File: src/clock_divider_sync_map.svh
// register offsets, field positions and reset values of the sync control block
`ifndef CLOCK_DIVIDER_SYNC_MAP_SVH
`define CLOCK_DIVIDER_SYNC_MAP_SVH
`define SYNC_CTRL_ADDR      13'h0100
`define OUTPUT_MODE_ADDR    13'h0014
`define SYNC_CTRL_RESET     8'h00
`define SYNC_MASTER_BIT     0
`define SYNC_DIV_EN_BIT     1
`define SYNC_FIRST_ONLY_BIT 2
`define OUT_TYPE_BIT        6
`define DIV_RATIO_DEFAULT   8
`define DIV_RATIO_MAX       8
`define STRAP_SETTLE        2
`define SYNC_CTRL_USED_MASK 8'h07
`define SYNC_MASTER_RESET   1'h0
`define SYNC_DIV_EN_RESET   1'h0
`define SYNC_FIRST_RESET    1'h0
`endif

File: src/clock_divider_sync_pkg.sv
// types shared by the sync control block
package clock_divider_sync_pkg;
  typedef enum logic [1:0] {
    OUT_CMOS = 2'b01,
    OUT_LVDS = 2'b10
  } out_type_t;
endpackage

File: src/int_clock_divider.sv
// integer input clock divider whose count restarts on an accepted sync pulse
`timescale 1ns/1ps
`default_nettype none
module int_clock_divider #(
  parameter int MAX_RATIO = 8
) (
  input  wire logic       clk,
  input  wire logic       rst,
  input  wire logic [3:0] ratio,
  input  wire logic       restart,
  output var  logic       divClk
);
  if (MAX_RATIO < 1 || MAX_RATIO > 15) begin : g_bad_max
    $error("MAX_RATIO out of range");
  end
  logic [3:0] count;
  wire  [3:0] safeRatio = (ratio == 4'h0) ? 4'h1 : ratio;
  wire        wrap      = (count >= safeRatio - 4'h1);
  wire  [3:0] next_count = (restart || wrap) ? 4'h0 : count + 4'h1;
  always_ff @(posedge clk or posedge rst) begin
    if (rst) begin
      count  <= 4'h0;
      divClk <= 1'b0;
    end else begin
      count  <= next_count; // [RULE_11]
      divClk <= (next_count < (safeRatio >> 1)) || (safeRatio == 4'h1);
    end
  end
endmodule // int_clock_divider
`default_nettype wire

File: src/clock_divider_sync_control.sv
// sync control register, sync gating and output-type selection
// Notes on behaviour
// RULE_01: all sync functions ignored unless master sync enable bit 0 is set.
// RULE_02: host keeps master enable low when sync is unused, saving power.
// RULE_03: pulses reach the divider only while bits 1 and 0 are high.
// RULE_04: bits 1,0 high and bit 2 low: realign on every pulse.
// RULE_05: with bit 2 set, align to first pulse only, ignore later ones.
// RULE_06: after a first-pulse alignment, bit 1 clears itself.
// RULE_07: output type taken at power-up from the configuration pin level.
// RULE_08: LVDS may also be selected by a serial-port write.
// RULE_09: host keeps serial lines idle during critical sampling periods.
// RULE_10: sync control register resets to zero.
// RULE_11: an accepted pulse restarts the divider count.
`timescale 1ns/1ps
`default_nettype none
`include "clock_divider_sync_map.svh"
module clock_divider_sync_control #(
  parameter int DIV_RATIO = `DIV_RATIO_DEFAULT
) (
  input  wire logic        clk,
  input  wire logic        rst,
  input  wire logic        regWrite,
  input  wire logic        regRead,
  input  wire logic [12:0] regAddr,
  input  wire logic [7:0]  regWdata,
  output var  logic [7:0]  regRdata,
  input  wire logic        syncIn,
  input  wire logic        lvdsPin,
  output var  logic        divClk,
  output var  logic        lvdsMode,
  output var  logic        syncAccepted
);

  // the divider count is four bits and the ratio is served from one to eight
  if (DIV_RATIO < 1 || DIV_RATIO > `DIV_RATIO_MAX) begin : g_bad_ratio
    $error("DIV_RATIO must be 1 to 8");
  end

  logic       master;
  logic       divEn;
  logic       firstOnly;
  logic       outTypeSpi;
  logic       strapDone;
  logic       strapLvds;
  logic [1:0] strapWait;
  logic       syncMeta;
  logic       syncSafe;
  logic       syncPrev;
  logic       pinMeta;
  logic       pinSafe;
  clock_divider_sync_pkg::out_type_t outType;

  // both pins are asynchronous: two stages before any logic reads them
  always_ff @(posedge clk or posedge rst) begin
    if (rst) begin
      syncMeta <= 1'b0;
    end else begin
      syncMeta <= syncIn;
    end
  end

  always_ff @(posedge clk or posedge rst) begin
    if (rst) begin
      syncSafe <= 1'b0;
    end else begin
      syncSafe <= syncMeta;
    end
  end

  // reset level matches the idle low pin, so no false edge follows reset
  always_ff @(posedge clk or posedge rst) begin
    if (rst) begin
      syncPrev <= 1'b0;
    end else begin
      syncPrev <= syncSafe;
    end
  end

  always_ff @(posedge clk or posedge rst) begin
    if (rst) begin
      pinMeta <= 1'b0;
    end else begin
      pinMeta <= lvdsPin;
    end
  end

  always_ff @(posedge clk or posedge rst) begin
    if (rst) begin
      pinSafe <= 1'b0;
    end else begin
      pinSafe <= pinMeta;
    end
  end

  // only a rising edge counts, so a long pulse realigns once
  wire syncEdge  = syncSafe && !syncPrev;
  wire gateOpen  = master && divEn; // [RULE_01] [RULE_03]
  wire accept    = syncEdge && gateOpen; // [RULE_04]
  wire selfClear = accept && firstOnly; // [RULE_05]

  wire addrSync  = (regAddr == `SYNC_CTRL_ADDR);
  wire addrOut   = (regAddr == `OUTPUT_MODE_ADDR);
  wire wrSync    = regWrite && addrSync;
  wire wrOut     = regWrite && addrOut;

  // reserved bits 7:3 have no storage and read as zero
  wire [7:0] wrVal = regWdata & `SYNC_CTRL_USED_MASK;
  wire [7:0] syncCtrl = {5'h00, firstOnly, divEn, master};

  wire next_master    = wrSync ? wrVal[`SYNC_MASTER_BIT] : master;
  wire next_firstOnly = wrSync ? wrVal[`SYNC_FIRST_ONLY_BIT] : firstOnly;
  // self-clear beats a same-cycle write, so a one-shot cannot re-arm silently
  wire next_divEn     = selfClear ? 1'b0 : (wrSync ? wrVal[`SYNC_DIV_EN_BIT] : divEn); // [RULE_06]

  always_ff @(posedge clk or posedge rst) begin
    if (rst) begin
      master <= `SYNC_MASTER_RESET; // [RULE_10]
    end else begin
      master <= next_master;
    end
  end

  always_ff @(posedge clk or posedge rst) begin
    if (rst) begin
      divEn <= `SYNC_DIV_EN_RESET; // [RULE_10]
    end else begin
      divEn <= next_divEn;
    end
  end

  always_ff @(posedge clk or posedge rst) begin
    if (rst) begin
      firstOnly <= `SYNC_FIRST_RESET; // [RULE_10]
    end else begin
      firstOnly <= next_firstOnly;
    end
  end

  always_ff @(posedge clk or posedge rst) begin
    if (rst) begin
      syncAccepted <= 1'b0;
    end else begin
      syncAccepted <= accept;
    end
  end

  // strap caught once after reset release, when the synchroniser holds the pin level;
  // a later change of the pin is ignored until the next reset
  wire       strapTake      = !strapDone && (strapWait == 2'(`STRAP_SETTLE));
  wire [1:0] next_strapWait = strapDone ? strapWait : strapWait + 2'h1;

  always_ff @(posedge clk or posedge rst) begin
    if (rst) begin
      strapWait <= 2'h0;
    end else begin
      strapWait <= next_strapWait;
    end
  end

  always_ff @(posedge clk or posedge rst) begin
    if (rst) begin
      strapDone <= 1'b0;
    end else if (strapTake) begin
      strapDone <= 1'b1;
    end
  end

  always_ff @(posedge clk or posedge rst) begin
    if (rst) begin
      strapLvds <= 1'b0;
    end else if (strapTake) begin
      strapLvds <= pinSafe; // [RULE_07]
    end
  end

  always_ff @(posedge clk or posedge rst) begin
    if (rst) begin
      outTypeSpi <= 1'b0;
    end else if (wrOut) begin
      outTypeSpi <= regWdata[`OUT_TYPE_BIT]; // [RULE_08]
    end
  end

  // the strap and the serial-port bit are or-ed: either one selects lvds
  assign outType = (strapLvds || outTypeSpi) ? clock_divider_sync_pkg::OUT_LVDS
                                             : clock_divider_sync_pkg::OUT_CMOS;

  always_ff @(posedge clk or posedge rst) begin
    if (rst) begin
      lvdsMode <= 1'b0;
    end else begin
      lvdsMode <= (outType == clock_divider_sync_pkg::OUT_LVDS);
    end
  end

  // unmapped addresses read zero
  wire [7:0] outModeRd = {7'h00, outTypeSpi} << `OUT_TYPE_BIT;
  wire [7:0] rdMux     = addrSync ? syncCtrl :
                         addrOut  ? outModeRd :
                                    8'h00;

  always_ff @(posedge clk or posedge rst) begin
    if (rst) begin
      regRdata <= 8'h00;
    end else if (regRead) begin
      regRdata <= rdMux;
    end
  end

  int_clock_divider #(.MAX_RATIO(`DIV_RATIO_MAX)) u_div (
    .clk     (clk),
    .rst     (rst),
    .ratio   (4'(DIV_RATIO)),
    .restart (accept), // [RULE_11]
    .divClk  (divClk)
  );
endmodule // clock_divider_sync_control
`default_nettype wire

File: config.mk
export PLATFORM = sky130hd
export DESIGN_NAME = clock_divider_sync_control
export DESIGN_NICKNAME = d
export VERILOG_FILES = /design/src/clock_divider_sync_pkg.sv /design/src/int_clock_divider.sv /design/src/clock_divider_sync_control.sv
export VERILOG_INCLUDE_DIRS = /design/src
export SDC_FILE = /design/constraint.sdc
export NUM_CORES = 1
export LEC_CHECK = 0
export BUFFER_PORTS_ARGS = -buffer_cell sky130_fd_sc_hd__buf_4
export CORE_UTILIZATION = 50
export CTS_BUF_LIST = sky130_fd_sc_hd__clkbuf_4 sky130_fd_sc_hd__clkbuf_8
export DETAILED_ROUTE_END_ITERATION = 12
export GPL_ROUTABILITY_DRIVEN = 0
export HOLD_SLACK_MARGIN = 0.06
export PLACE_DENSITY = 0.85
export SYNTH_ARGS = -nofsm -noshare
export SYNTH_HDL_FRONTEND = slang
export SYNTH_SLANG_ARGS = --single-unit
export TNS_END_PERCENT = 30
File: constraint.sdc
create_clock -name clk -period 1.5 [get_ports clk]
set_input_delay 0.3 -clock clk [delete_from_list [all_inputs] [get_ports clk]]
set_output_delay 0.3 -clock clk [all_outputs]
set_load 0.03 [all_outputs]
==> run summary, run 1 <==
Run status - complete, no violations
Post-layout power - 1.53 mW
All-Layer GR Usage - 0.187
Post-Syn Area - 1010 um2
Largest net degree at the start of global routing - 25
Die X - 47.0 um
TritonCTS Sinks - 24
Cell accounting for the most synthesized area - dfrtp_1
Static Leak - 0.652 nW
Die Ht - 47.0 um
Clk root buf - clkbuf_4
Final worst-path cycle share - 0.909
Buffers on Ports - 29
Final setup vio count - 0
RSZ-0062 raised after global routing - false
Final Max Slew Viols - 0
Crit path launch type - input pin
Setup bufs post-CTS - 0
CTS Buffer Depth - 2
Registers with the most flip-flops - regRdata x4, u_div.count x4, strapWait x2
Area growth, synth to finish - 32.1%
CP arrival - 1.57 ns
P per Cell Area - 1140 nW/um2
Initial antenna violation count - 0
Required @ worst endpoint - 1.71 ns
Drt wl/cell - 12.2 um
CTS tree - built
Worst setup EP type - flip-flop
Die area - 2210 um2
CTS Buf Count - 3
Most common cell after layout, fill and taps aside - buf_4
Post-Syn Instances - 84
Final wirelength - 1.79 mm
Min-Delay Path Class - in -> reg
Layout filler cell count - 133
R2r startpoint - strapWait[0]$_DFFE_PP0N_
Clock latency on the worst-skew pair - 0.31 ns
DR pass1 iterations - 4
Reg2reg path depth - 4
Min-Delay Startpoint - lvdsPin
Fin. Hold Viols - 0
Post-CTS Hold Fix Bufs - 1
Post-DP HPWL - 1.42 mm
GRT Residual Overflow - 0
Setup CP Type - in -> reg
Initial Util - 0.557
FP Rows - 15
Distinct cells, synth - 26
Flop2flop setup slack - 0.28 ns
Number of global-route vias before repair - 690
Max FO, Critical Path - 2
Fmax - 733 MHz
Largest cells by area after synthesis - dfrtp_1, mux2_1, nand4b_1
Post-layout min period - 1.36 ns
Synth Register Bits - 24
Syn avg cell area - 12.1 um2
Number of nets with antenna violations after routing - 0
CTS clock-pin slew for the worst setup and hold paths - 0.12 ns
Top-area cell type share of the netlist area - 0.593
VDD IR max - 0.733 mV
I/O pin count - 38
Multi-input gate area - 368 um2
Dpl ws - -0.208 ns
WHS Endpoint - pinMeta$_DFF_PP0_
# DRC - 0
N_diodes - 0
Std-Cell Core Area - 1820 um2
Worst hold stages - 1
Fin worst setup slack - 0.136 ns
Reg area - 601 um2
Vias per cell - 5.07
Synth Warn # - 0
Most frequent cells in the layout - buf_4, dfrtp_1, inv_1
First-pass GRT wire length - 2.77 mm
Post-CTS resize count - 0
Layout cell share with drive strength beyond 1 - 0.355
TNS Setup - 0 ns
Seq/Total Area, Yosys - 0.593
RR Endpoint - strapLvds$_DFFE_PP0P_
Vias - 740
Max_cap viols - 0
Setup Skew - 0.00403 ns
H-tree depth - 1
Layout Utilization - 0.735
Final nets - 151
DR iter-0 viols - 20
metal layers:
| metal | share of wire | vias up | track usage |
|---|---|---|---|
| li1 | - | 364 | - |
| met1 | 0.44 | 336 | 0.219 |
| met2 | 0.47 | 34 | 0.297 |
| met3 | 0.066 | 6 | 0.0538 |
| met4 | 0.030 | 0 | 0.126 |
| met5 | 0 | - | 0 |
where the power goes:
part | switching, mW | internal (mW) | total (mW) | leakage [nW]
Sequential | 0.0452 | 0.723 | 0.768 | 0.289
Combinational | 0.157 | 0.150 | 0.306 | 0.335
Clock | 0.186 | 0.270 | 0.456 | 0.0279
how the worst max path moves through the flow:
| stage | depth (start not counted) | start | to | slack [ns] |
|---|---|---|---|---|
| 2_1_floorplan | 3 | regAddr[7] | outTypeSpi$_DFFE_PP0P_ | -0.03 |
| 3_3_place_gp | 4 | regAddr[7] | outTypeSpi$_DFFE_PP0P_ | -0.20 |
| 3_5_place_dp | 4 | regAddr[7] | outTypeSpi$_DFFE_PP0P_ | -0.21 |
| 4_1_cts | 4 | regAddr[7] | outTypeSpi$_DFFE_PP0P_ | 0.13 |
| 5_1_grt | 4 | regAddr[7] | outTypeSpi$_DFFE_PP0P_ | 0.09 |
| 6_report | 4 | regAddr[7] | outTypeSpi$_DFFE_PP0P_ | 0.14 |
Yosys cell counts, drive strengths merged:
| master | count |
|---|---|
| nor3b | 2 |
| xnor2 | 1 |
| and2 | 1 |
| nor4 | 4 |
| buf | 4 |
| nor2b | 1 |
| conb | 1 |
| o22ai | 3 |
| dfrtp | 24 |
| nor2 | 3 |
| mux2i | 1 |
| xor2 | 1 |
| nand4 | 3 |
| nand4b | 4 |
| or2 | 3 |
| and3 | 1 |
| nor4bb | 1 |
| or4 | 2 |
| ha | 2 |
| nand2b | 1 |
| mux2 | 5 |
| o21ai | 3 |
| nand2 | 6 |
| inv | 7 |
final cells by class:
| type | count | area share |
|---|---|---|
| clock buffer | 3 | 0.0168 |
| clock inverter | 1 | 0.0224 |
| inverter | 7 | 0.0196 |
| multi-input combinational | 52 | 0.275 |
| sequential | 24 | 0.449 |
| tap | 25 | 0.0234 |
| timing repair buffer | 34 | 0.194 |
cells by family (layout without fill, tap and decap cells):
logic type	Yosys count	in the layout	synth area share
AO/OA/AOI/OAI	6	6	0.0333
adder cells (fa/ha/maj)	2	2	0.0247
buffers and inverters	11	45	0.0556
multiplexers	6	6	0.0654
flip-flops	24	24	0.593
XOR/XNOR	2	2	0.0173
other	1	4	0.00370
AND/OR/NAND/NOR	32	32	0.207
worst max-delay path, stage by stage:
cell	delay (ns)
buf_4	0.11
or4_4	0.53
nor4_2	0.28
mux2_1	0.34
metrics by stage:
| step | instance area, um2 | std cells | hold WS [ns] |
|---|---|---|---|
| floorplan | 1020 | 87 | 0.315 |
| global placement | 1270 | 140 | 0.331 |
| detailed placement | 1270 | 140 | 0.336 |
| CTS | 1330 | 145 | 0.0714 |
| global route | 1340 | 146 | 0.0632 |
| finish | 1340 | 146 | 0.0867 |
(Power assumes the default switching activity.)
==> inputs of run 2 (changes only) <==
--- a/config.mk
+++ b/config.mk
@@ -11,8 +11,10 @@
 export CTS_BUF_LIST = sky130_fd_sc_hd__clkbuf_4 sky130_fd_sc_hd__clkbuf_8
 export DETAILED_ROUTE_END_ITERATION = 12
 export GPL_ROUTABILITY_DRIVEN = 0
+export GPL_TIMING_DRIVEN = 0
 export HOLD_SLACK_MARGIN = 0.06
 export PLACE_DENSITY = 0.85
+export RECOVER_POWER = 25
 export SYNTH_ARGS = -nofsm -noshare
 export SYNTH_HDL_FRONTEND = slang
 export SYNTH_SLANG_ARGS = --single-unit
==> run 2 against run 1 <==
Effect of this change: fmax is 0.91% lower; clock skew is 0.0071 ns higher; die area unchanged; sequential power is essentially flat; via count decreased by 0.68%; power decreased by 7.8%; cell count shrank 0.68%; non-clock buffer count is 1 lower; clock-buffer cell count is 1 higher; highest routed layer unchanged; wire length fell by 4.9%; largest cell class unchanged.
==> run summary, run 2 (same netlist as run 1, synthesis figures left out) <==
Run status - complete, no violations
Std-Cell Core Area - 1820 um2
Setup CP Type - in -> reg
Layout Utilization - 0.720
CP arrival - 1.58 ns
All-Layer GR Usage - 0.182
First-pass GRT wire length - 2.70 mm
TritonCTS Sinks - 24
Initial Util - 0.557
GRT Residual Overflow - 0
Post-layout min period - 1.38 ns
Clock latency on the worst-skew pair - 0.31 ns
VDD IR max - 1.09 mV
Min-Delay Startpoint - syncIn
Number of global-route vias before repair - 686
Vias - 735
Largest net degree at the start of global routing - 25
Final worst-path cycle share - 0.918
Final wirelength - 1.70 mm
Post-layout instance area - 1310 um2
Die Ht - 47.0 um
Setup bufs post-CTS - 0
Post-CTS Hold Fix Bufs - 0
N_diodes - 0
Number of nets with antenna violations after routing - 0
Reg2reg path depth - 4
Clk root buf - clkbuf_4
H-tree depth - 1
CTS Buffer Depth - 2
Final setup vio count - 0
RSZ-0062 raised after global routing - false
Final nets - 150
Worst setup EP type - flip-flop
Min-Delay Path Class - in -> reg
WHS Endpoint - syncMeta$_DFF_PP0_
Crit path launch type - input pin
Static Leak - 0.643 nW
RR Endpoint - strapLvds$_DFFE_PP0P_
I/O pin count - 38
Flop2flop setup slack - 0.29 ns
# DRC - 0
CTS clock-pin slew for the worst setup and hold paths - 0.13 ns
CTS Buf Count - 3
Max-slew headroom - 0.426
R2r startpoint - strapWait[0]$_DFFE_PP0N_
Buffers on Ports - 29
Dpl ws - -0.219 ns
Initial antenna violation count - 0
DR pass1 iterations - 4
Post-DP HPWL - 1.35 mm
Fmax - 726 MHz
Setup Skew - 0.0112 ns
Placement Cell Area - 1270 um2
Required @ worst endpoint - 1.70 ns
Final Max Slew Viols - 0
Max FO, Critical Path - 2
Registers with the most flip-flops - regRdata x4, u_div.count x4, strapWait x2
DR iter-0 viols - 10
Vias per cell - 5.07
Max_cap viols - 0
Worst slew pin tran - 0.860 ns
Fin worst setup slack - 0.123 ns
Die area - 2210 um2
FP Rows - 15
CTS tree - built
Most common cell after layout, fill and taps aside - buf_4
Fin. Hold Viols - 0
Post-CTS resize count - 0
P per Cell Area - 1080 nW/um2
Worst hold stages - 1
Drt wl/cell - 11.7 um
Layout cell share with drive strength beyond 1 - 0.367
Area growth, synth to finish - 29.3%
Die X - 47.0 um
Most frequent cells in the layout - buf_4, dfrtp_1, inv_1
-- run 2: cell types whose count changed in the layout (fill, tap and decap cells not counted) --
cell	change
clkbuf_4	+3
dlygate4sd3_1	-2
bufinv_16	-1
clkbuf_8	+1
buf_4	-2
-- run 2: through the flow --
stage               power (mW)  TNS [ns]  hold WS (ns)  cells
global placement          1.06    -0.317         0.332    141
floorplan                0.967   -0.0349         0.315     87
global route              1.48         0        0.0882    145
detailed placement        1.10    -0.473         0.337    141
CTS                       1.43         0        0.0817    145
finish                    1.41         0         0.103    145
-- run 2: final cells by class --
type / count / area, um2
flip-flops and latches: 24 / 601
repair buffers: 29 / 218
fillers: 136 / 510
inverters: 7 / 26.3
multi-input cells: 52 / 368
clock buffers: 4 / 36.3
plain buffers: 4 / 30.0
well taps: 25 / 31.3
-- run 2: routing by layer --
metal | track usage | up-vias | part of all wire
li1 | - | 358 | -
met1 | 0.216 | 337 | 0.45
met2 | 0.300 | 33 | 0.45
met3 | 0.0346 | 7 | 0.066
met4 | 0.120 | 0 | 0.031
met5 | 0 | - | 0
-- run 2: worst max-delay path by stage --
stage                          start                      to  slack (ns)  cells past startpoint
after floorplan           regAddr[7]  outTypeSpi$_DFFE_PP0P_       -0.03                      3
after global placement    regAddr[7]  outTypeSpi$_DFFE_PP0P_       -0.20                      4
after detailed placement  regAddr[7]  outTypeSpi$_DFFE_PP0P_       -0.22                      4
after CTS                 regAddr[7]  outTypeSpi$_DFFE_PP0P_        0.12                      4
after global routing      regAddr[7]  outTypeSpi$_DFFE_PP0P_        0.11                      4
final                     regAddr[7]  outTypeSpi$_DFFE_PP0P_        0.12                      4
-- run 2: worst max-delay path: stages --
cell and delay, ns:
buf_4 0.11, or4_4 0.54, nor4_2 0.28, mux2_1 0.34
-- run 2: where the power goes --
| group | leakage, nW | switching (mW) | internal (mW) |
|---|---|---|---|
| Combinational | 0.333 | 0.162 | 0.150 |
| Sequential | 0.289 | 0.0475 | 0.723 |
| Clock | 0.0210 | 0.181 | 0.148 |
==> inputs of run 3 (changes only) <==
--- a/config.mk
+++ b/config.mk
@@ -13,7 +13,7 @@
 export GPL_ROUTABILITY_DRIVEN = 0
 export GPL_TIMING_DRIVEN = 0
 export HOLD_SLACK_MARGIN = 0.06
-export PLACE_DENSITY = 0.85
+export PLACE_DENSITY = 0.78
 export RECOVER_POWER = 25
 export SYNTH_ARGS = -nofsm -noshare
 export SYNTH_HDL_FRONTEND = slang
==> run 3 against run 2 <==
Effect of this change: setup slack lost 0.0069 ns; core utilization stayed put; register-to-register slack about the same; fmax is 0.50% lower; critical endpoint unchanged; global-route usage rose by 2.3 points; power fell by 0.62%; critical path depth unchanged; highest routed layer unchanged; clock skew shrank 0.0096 ns; sequential cell count unchanged.
==> run summary, run 3 (same netlist as run 1, synthesis figures left out) <==
Non-Filler Instances - 145
Layout filler cell count - 145
Die Ht - 47.0 um
Initial Util - 0.557
Required @ worst endpoint - 1.70 ns
Std-Cell Core Area - 1820 um2
Final setup vio count - 0
All-Layer GR Usage - 0.204
Flop2flop setup slack - 0.30 ns
Fin Hold WS - 0.108 ns
Vias per cell - 4.94
Crit. Startpoint - regAddr[7]
CP arrival - 1.59 ns
P per Cell Area - 1070 nW/um2
Post-layout min period - 1.38 ns
Setup Skew - 0.00156 ns
DR pass1 iterations - 4
Largest net degree at the start of global routing - 25
GRT Residual Overflow - 0
Placement Cell Area - 1270 um2
Dpl cells - 141
Clock latency on the worst-skew pair - 0.31 ns
CTS clock-pin slew for the worst setup and hold paths - 0.12 ns
Max-slew headroom - 0.439
Fin. Hold Viols - 0
Setup bufs post-CTS - 0
Post-layout instance area - 1310 um2
Drt wl/cell - 12.1 um
FP Rows - 15
Area growth, synth to finish - 29.3%
Post-CTS resize count - 0
Max FO, Critical Path - 2
CTS tree - built
Crit path launch type - input pin
First-pass GRT wire length - 3.01 mm
Most common cell after layout, fill and taps aside - buf_4
DR iter-0 viols - 6
CTS Buffer Depth - 2
Setup CP Type - in -> reg
Registers with the most flip-flops - regRdata x4, u_div.count x4, strapWait x2
Static Leak - 0.643 nW
RSZ-0062 raised after global routing - false
Run status - complete, no violations
Final nets - 150
Crit path to - outTypeSpi$_DFFE_PP0P_
Final Max Slew Viols - 0
Final wirelength - 1.75 mm
R2r startpoint - strapWait[0]$_DFFE_PP0N_
Most frequent cells in the layout - buf_4, dfrtp_1, inv_1
Vias - 716
Reg2reg path depth - 4
TritonCTS Sinks - 24
Post-DP HPWL - 1.41 mm
Fmax - 723 MHz
RR Endpoint - strapLvds$_DFFE_PP0P_
Dpl ws - -0.229 ns
Layout cell share with drive strength beyond 1 - 0.367
Final worst-path cycle share - 0.922
Max_cap viols - 0
Clk root buf - clkbuf_4
Post-layout power - 1.40 mW
VDD IR max - 0.986 mV
Die X - 47.0 um
Number of global-route vias before repair - 749
Buffers on Ports - 29
Min-Delay Path Class - in -> reg
N_diodes - 0
Initial antenna violation count - 0
# DRC - 0
H-tree depth - 1
CTS Buf Count - 3
Fin worst setup slack - 0.116 ns
Die area - 2210 um2
I/O pin count - 38
Worst slew pin tran - 0.840 ns
Worst setup EP type - flip-flop
Post-CTS Hold Fix Bufs - 0
Number of nets with antenna violations after routing - 0
TNS Setup - 0 ns
Layout Utilization - 0.720
[run 3: cell counts in the layout (fill, tap and decap cells not counted)]
Identical to the previous run, type by type.
[run 3: worst max-delay path, stage by stage]
cell and delay (ns):
buf_4 0.11, or4_4 0.54, nor4_2 0.29, mux2_1 0.35
[run 3: cell type report]
class	count	area (um2)	area share
Buffer	4	30.0	0.0229
Multi-Input combinational cell	52	368	0.281
Clock buffer	4	36.3	0.0277
Timing Repair Buffer	29	218	0.166
Tap cell	25	31.3	0.0239
Sequential cell	24	601	0.458
Inverter	7	26.3	0.0201
[run 3: worst min-delay path by stage]
stage | from | end | slack, ns | depth (start not counted)
2_1_floorplan | rst | divEn$_DFFE_PP0P_ | 0.31 | 1
3_3_place_gp | syncMeta$_DFF_PP0_ | syncSafe$_DFF_PP0_ | 0.33 | 0
3_5_place_dp | pinMeta$_DFF_PP0_ | pinSafe$_DFF_PP0_ | 0.34 | 0
4_1_cts | lvdsPin | pinMeta$_DFF_PP0_ | 0.08 | 1
5_1_grt | lvdsPin | pinMeta$_DFF_PP0_ | 0.09 | 1
6_report | lvdsPin | pinMeta$_DFF_PP0_ | 0.11 | 1
[run 3: metal layers]
layer / wire [um] / vias to the layer above / GRT usage / share of wire
li1: - / 359 / - / -
met1: 770 / 331 / 0.234 / 0.44
met2: 872 / 22 / 0.350 / 0.50
met3: 69 / 4 / 0.0577 / 0.039
met4: 41 / 0 / 0.103 / 0.023
met5: 0 / - / 0 / 0
[run 3: power by group]
group / switching [mW] / total (mW) / internal, mW
Sequential: 0.0467 / 0.770 / 0.723
Combinational: 0.155 / 0.306 / 0.151
Clock: 0.179 / 0.327 / 0.148
